--- src/cmpc_pkg.sv ---
// constants, offsets and types shared by the comparator control block
package cmpc_pkg;
   localparam int unsigned ADDR_W = 12;
   localparam logic [11:0] OFS_START   = 12'h000;
   localparam logic [11:0] OFS_STOP    = 12'h004;
   localparam logic [11:0] OFS_SAMPLE  = 12'h008;
   localparam logic [11:0] OFS_EV_RDY  = 12'h100;
   localparam logic [11:0] OFS_EV_DN   = 12'h104;
   localparam logic [11:0] OFS_EV_UP   = 12'h108;
   localparam logic [11:0] OFS_EV_CRS  = 12'h10C;
   localparam logic [11:0] OFS_LINKS   = 12'h200;
   localparam logic [11:0] OFS_IRQ     = 12'h300;
   localparam logic [11:0] OFS_IRQ_SET = 12'h304;
   localparam logic [11:0] OFS_IRQ_CLR = 12'h308;
   localparam logic [11:0] OFS_RESULT  = 12'h400;
   localparam logic [11:0] OFS_ENABLE  = 12'h500;
   localparam logic [11:0] OFS_PSEL    = 12'h504;
   localparam logic [11:0] OFS_REFSRC  = 12'h508;
   localparam logic [11:0] OFS_EXTREF  = 12'h50C;
   localparam logic [11:0] OFS_TH      = 12'h530;
   localparam logic [11:0] OFS_MODE    = 12'h534;
   localparam logic [11:0] OFS_HYST    = 12'h538;
   // field positions
   localparam int unsigned TH_W        = 6;
   localparam int unsigned TH_DN_LSB   = 0;
   localparam int unsigned TH_UP_LSB   = 8;
   localparam int unsigned MODE_MAIN   = 8;
   localparam int unsigned EV_RDY      = 0;
   localparam int unsigned EV_DN       = 1;
   localparam int unsigned EV_UP       = 2;
   localparam int unsigned EV_CRS      = 3;
   localparam int unsigned LK_RDY_SMP  = 0;
   localparam int unsigned LK_RDY_STP  = 1;
   localparam int unsigned LK_DN_STP   = 2;
   localparam int unsigned LK_UP_STP   = 3;
   localparam int unsigned LK_CRS_STP  = 4;
   // values and reset values
   localparam logic [1:0]  EN_OFF      = 2'h0;
   localparam logic [1:0]  EN_ON       = 2'h2;
   localparam logic [2:0]  REF_RST     = 3'h4;
   localparam logic [2:0]  REF_EXTERNAL_ANALOG_REFERENCE    = 3'h5;
   localparam logic [2:0]  PIN_RST     = 3'h0;
   localparam logic [5:0]  TH_RST      = 6'h00;
   localparam logic [1:0]  SP_RST      = 2'h0;
   localparam logic [1:0]  RESP_OKAY   = 2'h0;
   localparam logic [1:0]  RESP_SLVERR = 2'h2;
   typedef enum logic [1:0] {
      CMPC_IDLE = 2'b00,
      CMPC_WARM = 2'b01,
      CMPC_LIVE = 2'b10
   } cmpc_run_e;
endpackage

--- src/cmpc_ctrl.sv ---
// comparator control: tasks, events, links, interrupt enables, config
`timescale 1ns/1ps
module cmpc_ctrl (
   input  wire logic                        clock_i,
   input  wire logic                        rst_n_i,
   input  wire logic                        awvalid_i,
   output logic                             awready_o,
   input  wire logic [cmpc_pkg::ADDR_W-1:0] awaddr_i,
   input  wire logic                        wvalid_i,
   output logic                             wready_o,
   input  wire logic [31:0]                 wdata_i,
   input  wire logic [3:0]                  wstrb_i,
   output logic                             bvalid_o,
   input  wire logic                        bready_i,
   output logic [1:0]                       bresp_o,
   input  wire logic                        arvalid_i,
   output logic                             arready_o,
   input  wire logic [cmpc_pkg::ADDR_W-1:0] araddr_i,
   output logic                             rvalid_o,
   input  wire logic                        rready_i,
   output logic [31:0]                      rdata_o,
   output logic [1:0]                       rresp_o,
   input  wire logic                        cmp_above_i,
   input  wire logic                        core_ready_i,
   output logic                             core_run_o,
   output logic                             ladder_upper_o,
   output logic [5:0]                       ladder_level_o,
   output logic [2:0]                       ref_source_o,
   output logic [2:0]                       ref_pin_o,
   output logic                             ref_pin_en_o,
   output logic [2:0]                       positive_input_o,
   output logic [1:0]                       speed_power_o,
   output logic                             diff_mode_o,
   output logic                             diff_hyst_o,
   output logic                             irq_o
);
   import cmpc_pkg::*;

   function automatic logic [31:0] merge(input logic [31:0] old, input logic [31:0] d, input logic [3:0] s);
      logic [31:0] m;
      m = {{8{s[3]}}, {8{s[2]}}, {8{s[1]}}, {8{s[0]}}};
      return (old & ~m) | (d & m);
   endfunction

   function automatic logic known(input logic [ADDR_W-1:0] a);
      case (a)
         OFS_START, OFS_STOP, OFS_SAMPLE, OFS_EV_RDY, OFS_EV_DN, OFS_EV_UP,
         OFS_EV_CRS, OFS_LINKS, OFS_IRQ, OFS_IRQ_SET, OFS_IRQ_CLR, OFS_RESULT,
         OFS_ENABLE, OFS_PSEL, OFS_REFSRC, OFS_EXTREF, OFS_TH, OFS_MODE,
         OFS_HYST: known = 1'b1;
         default:  known = 1'b0;
      endcase
   endfunction

   ////////////////////////////////////////////////////////////////////////////
   // register bus
   logic              wr_en;
   logic [ADDR_W-1:0] wr_addr;
   logic [31:0]       wr_data;
   logic [3:0]        wr_strb;
   logic              rd_en;
   logic [31:0]       rd_data;

   cmpc_axil u_bus (
      .clock_i   (clock_i),
      .rst_n_i   (rst_n_i),
      .awvalid_i (awvalid_i),
      .awready_o (awready_o),
      .awaddr_i  (awaddr_i),
      .wvalid_i  (wvalid_i),
      .wready_o  (wready_o),
      .wdata_i   (wdata_i),
      .wstrb_i   (wstrb_i),
      .bvalid_o  (bvalid_o),
      .bready_i  (bready_i),
      .bresp_o   (bresp_o),
      .arvalid_i (arvalid_i),
      .arready_o (arready_o),
      .rvalid_o  (rvalid_o),
      .rready_i  (rready_i),
      .rdata_o   (rdata_o),
      .rresp_o   (rresp_o),
      .wr_en_o   (wr_en),
      .wr_addr_o (wr_addr),
      .wr_data_o (wr_data),
      .wr_strb_o (wr_strb),
      .wr_ok_i   (known(wr_addr)),
      .rd_en_o   (rd_en),
      .rd_data_i (rd_data),
      .rd_ok_i   (known(araddr_i))
   );

   ////////////////////////////////////////////////////////////////////////////
   // registers
   logic [3:0]  events;
   logic [4:0]  links;
   logic [3:0]  irq_en;
   logic        result;
   logic [1:0]  block_on;
   logic [2:0]  pos_pick;
   logic [2:0]  ref_src;
   logic [2:0]  ext_ref;
   logic [5:0]  th_up;
   logic [5:0]  th_dn;
   logic [1:0]  speed_power;
   logic        main_diff;
   logic        hyst_on;
   cmpc_run_e   state;
   cmpc_run_e   next_state;

   wire [31:0] wr_m     = merge(32'h00000000, wr_data, wr_strb);
   wire        hit_st   = wr_en && wr_addr == OFS_START && wr_m[0];
   wire        hit_sp   = wr_en && wr_addr == OFS_STOP && wr_m[0];
   wire        hit_smp  = wr_en && wr_addr == OFS_SAMPLE && wr_m[0];
   wire        enabled  = block_on == EN_ON;
   wire        live     = state == CMPC_LIVE;
   wire        rdy_ev   = state == CMPC_WARM && core_ready_i;
   wire        up_ev;
   wire        dn_ev;
   wire        crs_ev   = up_ev | dn_ev;

   cmpc_cross u_cross (
      .clock_i (clock_i),
      .rst_n_i (rst_n_i),
      .live_i  (live),
      .above_i (cmp_above_i),
      .up_o    (up_ev),
      .down_o  (dn_ev)
   );

   wire [3:0] ev_pulse = {crs_ev, up_ev, dn_ev, rdy_ev};
   // link-driven stops act in the same cycle as their event
   wire stop_go  = hit_sp | (rdy_ev & links[LK_RDY_STP]) | (dn_ev & links[LK_DN_STP])
                 | (up_ev & links[LK_UP_STP]) | (crs_ev & links[LK_CRS_STP]);
   wire start_go = hit_st & enabled & ~stop_go;
   wire sample_go = hit_smp | (rdy_ev & links[LK_RDY_SMP]);

   ////////////////////////////////////////////////////////////////////////////
   // run state: idle, waiting for the core, live
   always_comb begin
      next_state = state;
      case (state)
         CMPC_IDLE: begin
            if (start_go) next_state = CMPC_WARM;
         end
         CMPC_WARM: begin
            if (stop_go) next_state = CMPC_IDLE;
            else if (core_ready_i) next_state = CMPC_LIVE;
         end
         CMPC_LIVE: begin
            if (stop_go) next_state = CMPC_IDLE;
         end
         default: next_state = CMPC_IDLE;
      endcase
      if (!enabled) next_state = CMPC_IDLE;
   end

   // ladder follows the decision only while live; otherwise rests on upper
   wire next_upper = !(next_state == CMPC_LIVE && cmp_above_i);
   wire [5:0] next_level = next_upper ? th_up : th_dn;

   always_ff @(posedge clock_i) begin
      if (!rst_n_i) begin
         state          <= CMPC_IDLE;
         core_run_o     <= 1'b0;
         ladder_upper_o <= 1'b1;
         ladder_level_o <= TH_RST;
         irq_o          <= 1'b0;
      end else begin
         state          <= next_state;
         core_run_o     <= next_state != CMPC_IDLE;
         ladder_upper_o <= next_upper;
         ladder_level_o <= next_level;
         irq_o          <= |(events & irq_en);
      end
   end

   // events: hardware set beats a software clear in the same cycle
   genvar g;
   generate
      for (g = 0; g < 4; g++) begin : g_ev
         wire clr = wr_en && wr_addr == OFS_EV_RDY + 12'(4 * g) && wr_strb[0] && !wr_data[0];
         always_ff @(posedge clock_i) begin
            if (!rst_n_i) events[g] <= 1'b0;
            else events[g] <= ev_pulse[g] | (events[g] & ~clr);
         end
      end
   endgenerate

   wire [31:0] wr_cfg_old;
   assign wr_cfg_old = rd_mux(wr_addr);
   wire [31:0] nv = merge(wr_cfg_old, wr_data, wr_strb);

   always_ff @(posedge clock_i) begin
      if (!rst_n_i) begin
         links       <= 5'h00;
         irq_en      <= 4'h0;
         result      <= 1'b0;
         block_on    <= EN_OFF;
         pos_pick    <= PIN_RST;
         ref_src     <= REF_RST;
         ext_ref     <= PIN_RST;
         th_up       <= TH_RST;
         th_dn       <= TH_RST;
         speed_power <= SP_RST;
         main_diff   <= 1'b0;
         hyst_on     <= 1'b0;
      end else begin
         if (sample_go) result <= cmp_above_i;
         if (wr_en) begin
            case (wr_addr)
               OFS_LINKS:   links <= nv[4:0];
               OFS_IRQ:     irq_en <= nv[3:0];
               OFS_IRQ_SET: irq_en <= irq_en | wr_m[3:0];
               OFS_IRQ_CLR: irq_en <= irq_en & ~wr_m[3:0];
               OFS_ENABLE:  block_on <= nv[1:0];
               OFS_PSEL:    pos_pick <= nv[2:0];
               OFS_REFSRC:  ref_src <= nv[2:0];
               OFS_EXTREF:  ext_ref <= nv[2:0];
               OFS_TH: begin
                  th_up <= nv[TH_UP_LSB +: TH_W];
                  th_dn <= nv[TH_DN_LSB +: TH_W];
               end
               OFS_MODE: begin
                  speed_power <= nv[1:0];
                  main_diff   <= nv[MODE_MAIN];
               end
               OFS_HYST:    hyst_on <= nv[0];
               default: ;
            endcase
         end
      end
   end

   ////////////////////////////////////////////////////////////////////////////
   // analog-side configuration outputs
   always_ff @(posedge clock_i) begin
      if (!rst_n_i) begin
         ref_source_o     <= REF_RST;
         ref_pin_o        <= PIN_RST;
         ref_pin_en_o     <= 1'b0;
         positive_input_o <= PIN_RST;
         speed_power_o    <= SP_RST;
         diff_mode_o      <= 1'b0;
         diff_hyst_o      <= 1'b0;
      end else begin
         ref_source_o     <= ref_src;
         ref_pin_o        <= ext_ref;
         ref_pin_en_o     <= ref_src == REF_EXTERNAL_ANALOG_REFERENCE;
         positive_input_o <= pos_pick;
         speed_power_o    <= speed_power;
         diff_mode_o      <= main_diff;
         diff_hyst_o      <= hyst_on & main_diff;
      end
   end

   ////////////////////////////////////////////////////////////////////////////
   // read-back
   function automatic logic [31:0] rd_mux(input logic [ADDR_W-1:0] a);
      rd_mux = 32'h00000000;
      case (a)
         OFS_EV_RDY:  rd_mux[0] = events[EV_RDY];
         OFS_EV_DN:   rd_mux[0] = events[EV_DN];
         OFS_EV_UP:   rd_mux[0] = events[EV_UP];
         OFS_EV_CRS:  rd_mux[0] = events[EV_CRS];
         OFS_LINKS:   rd_mux[4:0] = links;
         OFS_IRQ, OFS_IRQ_SET, OFS_IRQ_CLR: rd_mux[3:0] = irq_en;
         OFS_RESULT:  rd_mux[0] = result;
         OFS_ENABLE:  rd_mux[1:0] = block_on;
         OFS_PSEL:    rd_mux[2:0] = pos_pick;
         OFS_REFSRC:  rd_mux[2:0] = ref_src;
         OFS_EXTREF:  rd_mux[2:0] = ext_ref;
         OFS_TH: begin
            rd_mux[TH_UP_LSB +: TH_W] = th_up;
            rd_mux[TH_DN_LSB +: TH_W] = th_dn;
         end
         OFS_MODE: begin
            rd_mux[1:0]       = speed_power;
            rd_mux[MODE_MAIN] = main_diff;
         end
         OFS_HYST:    rd_mux[0] = hyst_on;
         default: ;
      endcase
   endfunction

   assign rd_data = rd_en ? rd_mux(araddr_i) : 32'h00000000;

   ////////////////////////////////////////////////////////////////////////////
   // checks
   ladder_lower_a: assert property (@(posedge clock_i) disable iff (!rst_n_i)
      live && cmp_above_i && !stop_go && enabled |=> !ladder_upper_o && ladder_level_o == th_dn)
      else $error("ladder not on lower threshold while above");
   ladder_stop_a: assert property (@(posedge clock_i) disable iff (!rst_n_i)
      stop_go |=> ladder_upper_o && !core_run_o)
      else $error("stop did not halt or restore upper threshold");
   hyst_ignore_a: assert property (@(posedge clock_i) disable iff (!rst_n_i)
      !main_diff |=> !diff_hyst_o)
      else $error("hysteresis active in single-ended mode");
   start_run_a: assert property (@(posedge clock_i) disable iff (!rst_n_i)
      start_go && state == CMPC_IDLE |=> core_run_o && state == CMPC_WARM)
      else $error("start task did not start the comparator");
   sample_link_a: assert property (@(posedge clock_i) disable iff (!rst_n_i)
      rdy_ev && links[LK_RDY_SMP] |=> result == $past(cmp_above_i))
      else $error("ready link did not sample");
   up_stop_a: assert property (@(posedge clock_i) disable iff (!rst_n_i)
      up_ev && links[LK_UP_STP] |=> state == CMPC_IDLE)
      else $error("up link did not stop");
   mask_set_a: assert property (@(posedge clock_i) disable iff (!rst_n_i)
      wr_en && wr_addr == OFS_IRQ_SET |=> (irq_en & $past(wr_m[3:0])) == $past(wr_m[3:0]))
      else $error("set alias did not set enable");
   mask_clr_a: assert property (@(posedge clock_i) disable iff (!rst_n_i)
      wr_en && wr_addr == OFS_IRQ_CLR |=> (irq_en & $past(wr_m[3:0])) == 4'h0)
      else $error("clear alias did not clear enable");
   off_idle_a: assert property (@(posedge clock_i) disable iff (!rst_n_i)
      block_on != EN_ON |=> !core_run_o)
      else $error("comparator runs while disabled");
   cross_live_a: assert property (@(posedge clock_i) disable iff (!rst_n_i)
      (up_ev || dn_ev) |-> live && crs_ev ##1 events[EV_CRS])
      else $error("crossing event outside live state");
   irq_req_a: assert property (@(posedge clock_i) disable iff (!rst_n_i)
      |(events & irq_en) |=> irq_o)
      else $error("interrupt not raised for enabled event");
endmodule

--- src/cmpc_axil.sv ---
// AXI4-Lite slave front end: one write and one read at a time
`timescale 1ns/1ps
module cmpc_axil (
   input  wire logic                        clock_i,
   input  wire logic                        rst_n_i,
   input  wire logic                        awvalid_i,
   output logic                             awready_o,
   input  wire logic [cmpc_pkg::ADDR_W-1:0] awaddr_i,
   input  wire logic                        wvalid_i,
   output logic                             wready_o,
   input  wire logic [31:0]                 wdata_i,
   input  wire logic [3:0]                  wstrb_i,
   output logic                             bvalid_o,
   input  wire logic                        bready_i,
   output logic [1:0]                       bresp_o,
   input  wire logic                        arvalid_i,
   output logic                             arready_o,
   output logic                             rvalid_o,
   input  wire logic                        rready_i,
   output logic [31:0]                      rdata_o,
   output logic [1:0]                       rresp_o,
   output logic                             wr_en_o,
   output logic [cmpc_pkg::ADDR_W-1:0]      wr_addr_o,
   output logic [31:0]                      wr_data_o,
   output logic [3:0]                       wr_strb_o,
   input  wire logic                        wr_ok_i,
   output logic                             rd_en_o,
   input  wire logic [31:0]                 rd_data_i,
   input  wire logic                        rd_ok_i
);
   import cmpc_pkg::*;
   logic aw_have;
   logic w_have;

   // address and data may arrive in either order
   assign wr_en_o = aw_have & w_have & ~bvalid_o;
   assign rd_en_o = arvalid_i & arready_o;

   always_ff @(posedge clock_i) begin
      if (!rst_n_i) begin
         aw_have   <= 1'b0;
         w_have    <= 1'b0;
         awready_o <= 1'b1;
         wready_o  <= 1'b1;
         bvalid_o  <= 1'b0;
         bresp_o   <= RESP_OKAY;
         wr_addr_o <= '0;
         wr_data_o <= 32'h00000000;
         wr_strb_o <= 4'h0;
      end else begin
         if (awvalid_i && awready_o) begin
            wr_addr_o <= awaddr_i;
            aw_have   <= 1'b1;
            awready_o <= 1'b0;
         end
         if (wvalid_i && wready_o) begin
            wr_data_o <= wdata_i;
            wr_strb_o <= wstrb_i;
            w_have    <= 1'b1;
            wready_o  <= 1'b0;
         end
         if (wr_en_o) begin
            aw_have  <= 1'b0;
            w_have   <= 1'b0;
            bvalid_o <= 1'b1;
            bresp_o  <= wr_ok_i ? RESP_OKAY : RESP_SLVERR;
         end
         if (bvalid_o && bready_i) begin
            bvalid_o  <= 1'b0;
            awready_o <= 1'b1;
            wready_o  <= 1'b1;
         end
      end
   end

   always_ff @(posedge clock_i) begin
      if (!rst_n_i) begin
         arready_o <= 1'b1;
         rvalid_o  <= 1'b0;
         rdata_o   <= 32'h00000000;
         rresp_o   <= RESP_OKAY;
      end else if (rd_en_o) begin
         arready_o <= 1'b0;
         rvalid_o  <= 1'b1;
         rdata_o   <= rd_data_i;
         rresp_o   <= rd_ok_i ? RESP_OKAY : RESP_SLVERR;
      end else if (rvalid_o && rready_i) begin
         rvalid_o  <= 1'b0;
         arready_o <= 1'b1;
      end
   end
endmodule

--- src/cmpc_cross.sv ---
// crossing detector on the comparator decision
`timescale 1ns/1ps
module cmpc_cross (
   input  wire logic clock_i,
   input  wire logic rst_n_i,
   input  wire logic live_i,
   input  wire logic above_i,
   output logic      up_o,
   output logic      down_o
);
   import cmpc_pkg::*;
   logic prev_above;

   // tracked always, so the first live cycle compares against a true history
   always_ff @(posedge clock_i) begin
      if (!rst_n_i) begin
         prev_above <= 1'b0;
      end else begin
         prev_above <= above_i;
      end
   end

   assign up_o   = live_i & above_i & ~prev_above;
   assign down_o = live_i & ~above_i & prev_above;
endmodule

--- config.mk ---
export PLATFORM = sky130hd
export DESIGN_NAME = cmpc_ctrl
export DESIGN_NICKNAME = d
export VERILOG_FILES = /design/src/cmpc_pkg.sv /design/src/cmpc_ctrl.sv /design/src/cmpc_axil.sv /design/src/cmpc_cross.sv
export SDC_FILE = /design/constraint.sdc
export NUM_CORES = 1
export LEC_CHECK = 0
export BUFFER_PORTS_ARGS = -buffer_cell sky130_fd_sc_hd__buf_2
export CAP_MARGIN = 20
export CORE_MARGIN = 2
export CORE_UTILIZATION = 45
export CTS_BUF_LIST = sky130_fd_sc_hd__clkbuf_8 sky130_fd_sc_hd__clkbuf_16
export CTS_CLUSTER_DIAMETER = 200
export DETAILED_ROUTE_END_ITERATION = 12
export PLACE_DENSITY = 0.67
export SYNTH_ARGS = -nofsm -noshare
export SYNTH_HDL_FRONTEND = slang
export SYNTH_SLANG_ARGS = --single-unit
--- constraint.sdc ---
create_clock -name clock_i -period 2.4 [get_ports clock_i]
set_clock_uncertainty 0.1 [all_clocks]
set_input_delay 0.12 -clock clock_i [delete_from_list [all_inputs] [get_ports clock_i]]
set_output_delay 0.12 -clock clock_i [all_outputs]
set_load 0.05 [all_outputs]
==> flow_summary.yaml <==
status:
  status: "completed"
timing:
  setup_tns_ns: 0
  setup_viol: 0
  slew_headroom_pct: 51.0
  rsz0062_at_grt: "no"
  tightestPinTransition_ns: 0.731
  worst_hold_slack_ns: 0.0409
  final_max_slew_viol_count: 0
  post-route-period-util_pct: 96.0
  hold_viol: 0
  clock.fmax_mhz: 434
  fin_crit_ns: 2.30
place:
  gp_congestion: 0.905
  port_buffers: 88
  placed_cells: 938
  place_hpwl_um: 13400
worst_setup_path:
  cp_max_fo: 5
  cp-end-kind: "flop"
  setup.worst_path.start_class: "flop"
  arrival_ns: 2.52
  regToRegStartpoint: "u_bus.wr_addr_o[4]"
  r2r-end: "events[0]"
  ff2ff_path_depth: 8
  worstSetupPathType: "flop to flop"
  critPathRequiredTime_ns: 2.62
  r2r_slack_ns: 0.1
cells_and_area:
  final_nets: 915
  diodes: 0
  syn2layout_area_growth_pct: 34.4
  drive_gt1_share_pct: 24.1
  final_common_cell: "nand2_1"
  final_cells: 1006
  final_cell_mix: "nand2_1 (120), dfxtp_1 (112), buf_2 (88), a21oi_1 (69), buf_4 (67)"
floorplan:
  pin_count: 133
  core_mm2: 0.0120
  start_util_pct: 45.9
  die_w_um: 114
  dieArea_mm2: 0.0131
  die_h_um: 114
  num_rows: 40
power:
  p_leak_nw: 3.08
  ir_drop_mv: 0.432
  power_w: 0.00532
  powerDensity_mw_per_mm2: 722
yosys:
  ys_types: 72
  synthArstFlopShare_pct: 0
  synthCells: 680
  netlist_area_mm2: 0.00549
  ys_warn_count: 0
  syn_avg_cell_area_um2: 8.07
  synth_flop_cell: "dfxtp_1"
  seq_area_frac_synth_pct: 41.6
  synth-edff-count: 0
  synth-seq-cells: 114
global_route:
  grt_max_degree: 28
  grt-ovfl-total: 0
  track_usage_pct: 28.6
  grt_pass1_wl_um: 28500
  antenna_found_initial: 0
  grt_pass1_vias: 5441
min_path:
  hp-start: "rst_n_i"
  hold_end: "links[2]"
  hold_depth: 3
  hold_class: "primary input to flop"
clock_network:
  clock_sinks: 114
  clk_pin_slew_worst_paths_ns: 0.05
  clockBufferDepth: 2
  htree_levels: 4
  cts_buffers: 17
  tritoncts: "done"
  clock_latency_ns: 0.43
  cts-root-buf: "clkbuf_16"
  post_cts_buffers: 0
route:
  vias: 5660
  dr.pass1.iters: 5
  wl_per_cell_um: 17.8
  drt_iter0_drc: 534
  avgViaCountPerCell: 5.63
  ant_nets: 0
  drc: 0
  drt_wl_total_um: 18000
flow_run:
  drv_cap: 0
==> critical path, cell delays in order, from the launching register on <==
cell,delay [ns]
dfxtp_1,0.31
or4_1,0.57
buf_4,0.19
buf_4,0.15
nor2_1,0.26
nand4b_1,0.26
o21a_1,0.24
nor2_1,0.08
nor2_1,0.04
==> metrics by stage <==
stage          util [%]  worst slack, ns  cell area, um2
6_report           61.7           0.0966            7370
5_1_grt            61.7          0.00916            7370
4_1_cts            61.4           0.0560            7350
3_5_place_dp       53.1           0.0688            6350
3_3_place_gp       53.1           0.0603            6350
2_1_floorplan         -            0.195            5560
==> logic make-up after synthesis <==
kind of cell	Yosys count	synth area share, %
flip-flops	114	41.6
AO/OA/AOI/OAI	176	20.4
buffers and inverters	73	7.00
multiplexers	19	3.99
AND/OR/NAND/NOR	297	26.9
other	1	0.0684
==> metal layers <==
metal,vias up,wire length (um),GRT usage (%)
met2,209,8370,46.1
met1,2671,8050,37.7
li1,2739,-,-
met3,41,1020,5.77
met5,-,0,0
met4,0,509,11.2
==> cells in the mapped netlist (4+ instances only) <==
master | instances | area (um2)
nand2_1 | 120 | 450
dfxtp_1 | 114 | 2280
a21oi_1 | 70 | 350
nor2_1 | 47 | 176
nand3_1 | 31 | 155
o21ai_0 | 30 | 150
clkbuf_1 | 29 | 109
buf_4 | 22 | 165
and2_1 | 19 | 119
a22oi_1 | 14 | 105
mux2i_1 | 14 | 140
nor3_1 | 13 | 65.1
and3_1 | 11 | 68.8
o31ai_1 | 11 | 82.6
buf_2 | 10 | 50.1
inv_1 | 7 | 26.3
nand2b_1 | 7 | 43.8
nor2b_1 | 7 | 43.8
nor4_1 | 7 | 43.8
a221oi_1 | 6 | 52.6
nand4_1 | 5 | 31.3
a211oi_1 | 4 | 30.0
a31oi_1 | 4 | 25.0
a32oi_1 | 4 | 35.0
nor4b_1 | 4 | 35.0
o21bai_1 | 4 | 30.0
==> flip-flops by register name, indices dropped and copies added (netlist names), 3 cells and up <==
name	count
events	4
ext_ref	3
irq_en	4
ladder_level_o	6
links	5
pos_pick	3
positive_input_o	3
ref_pin_o	3
ref_source_o	3
ref_src	3
th_dn	6
th_up	6
u_bus.rdata_o	12
u_bus.wr_addr_o	12
u_bus.wr_data_o	12
==> final cells by class <==
cell class | instances | area, um2
Timing Repair Buffer | 192 | 1320
Sequential cell | 114 | 2280
Multi-Input combinational cell | 514 | 2920
Clock inverter | 13 | 183
Tap cell | 147 | 184
Fill cell | 1051 | 4590
Inverter | 7 | 26.3
Clock buffer | 19 | 453
==> where the power goes <==
part,internal [W],switching (W)
clock,0.00179,0.000926
sequential,0.00194,0.0000447
combinational,0.000224,0.000401
total,0.00395,0.00137
==> worst max-delay path by stage <==
stage,from,to,slack [ns],cells after the start
2_1_floorplan,u_bus.wr_addr_o[3],irq_en[1],0.20,8
3_3_place_gp,u_bus.wr_addr_o[3],irq_en[1],0.06,6
3_5_place_dp,u_bus.wr_addr_o[3],irq_en[1],0.07,6
4_1_cts,u_bus.wr_addr_o[3],irq_en[1],0.06,6
5_1_grt,u_bus.wr_addr_o[11],irq_en[1],0.009,7
6_report,u_bus.wr_addr_o[4],events[0],0.1,8
==> timing repair <==
action | in CTS | in global routing
resized for setup | 0 | 7
hold endpoints to repair | 38 | 0
hold buffers | 36 | 0
setup endpoints to repair | 0 | 14
No activity file was read; power rests on OpenSTA's default activity.
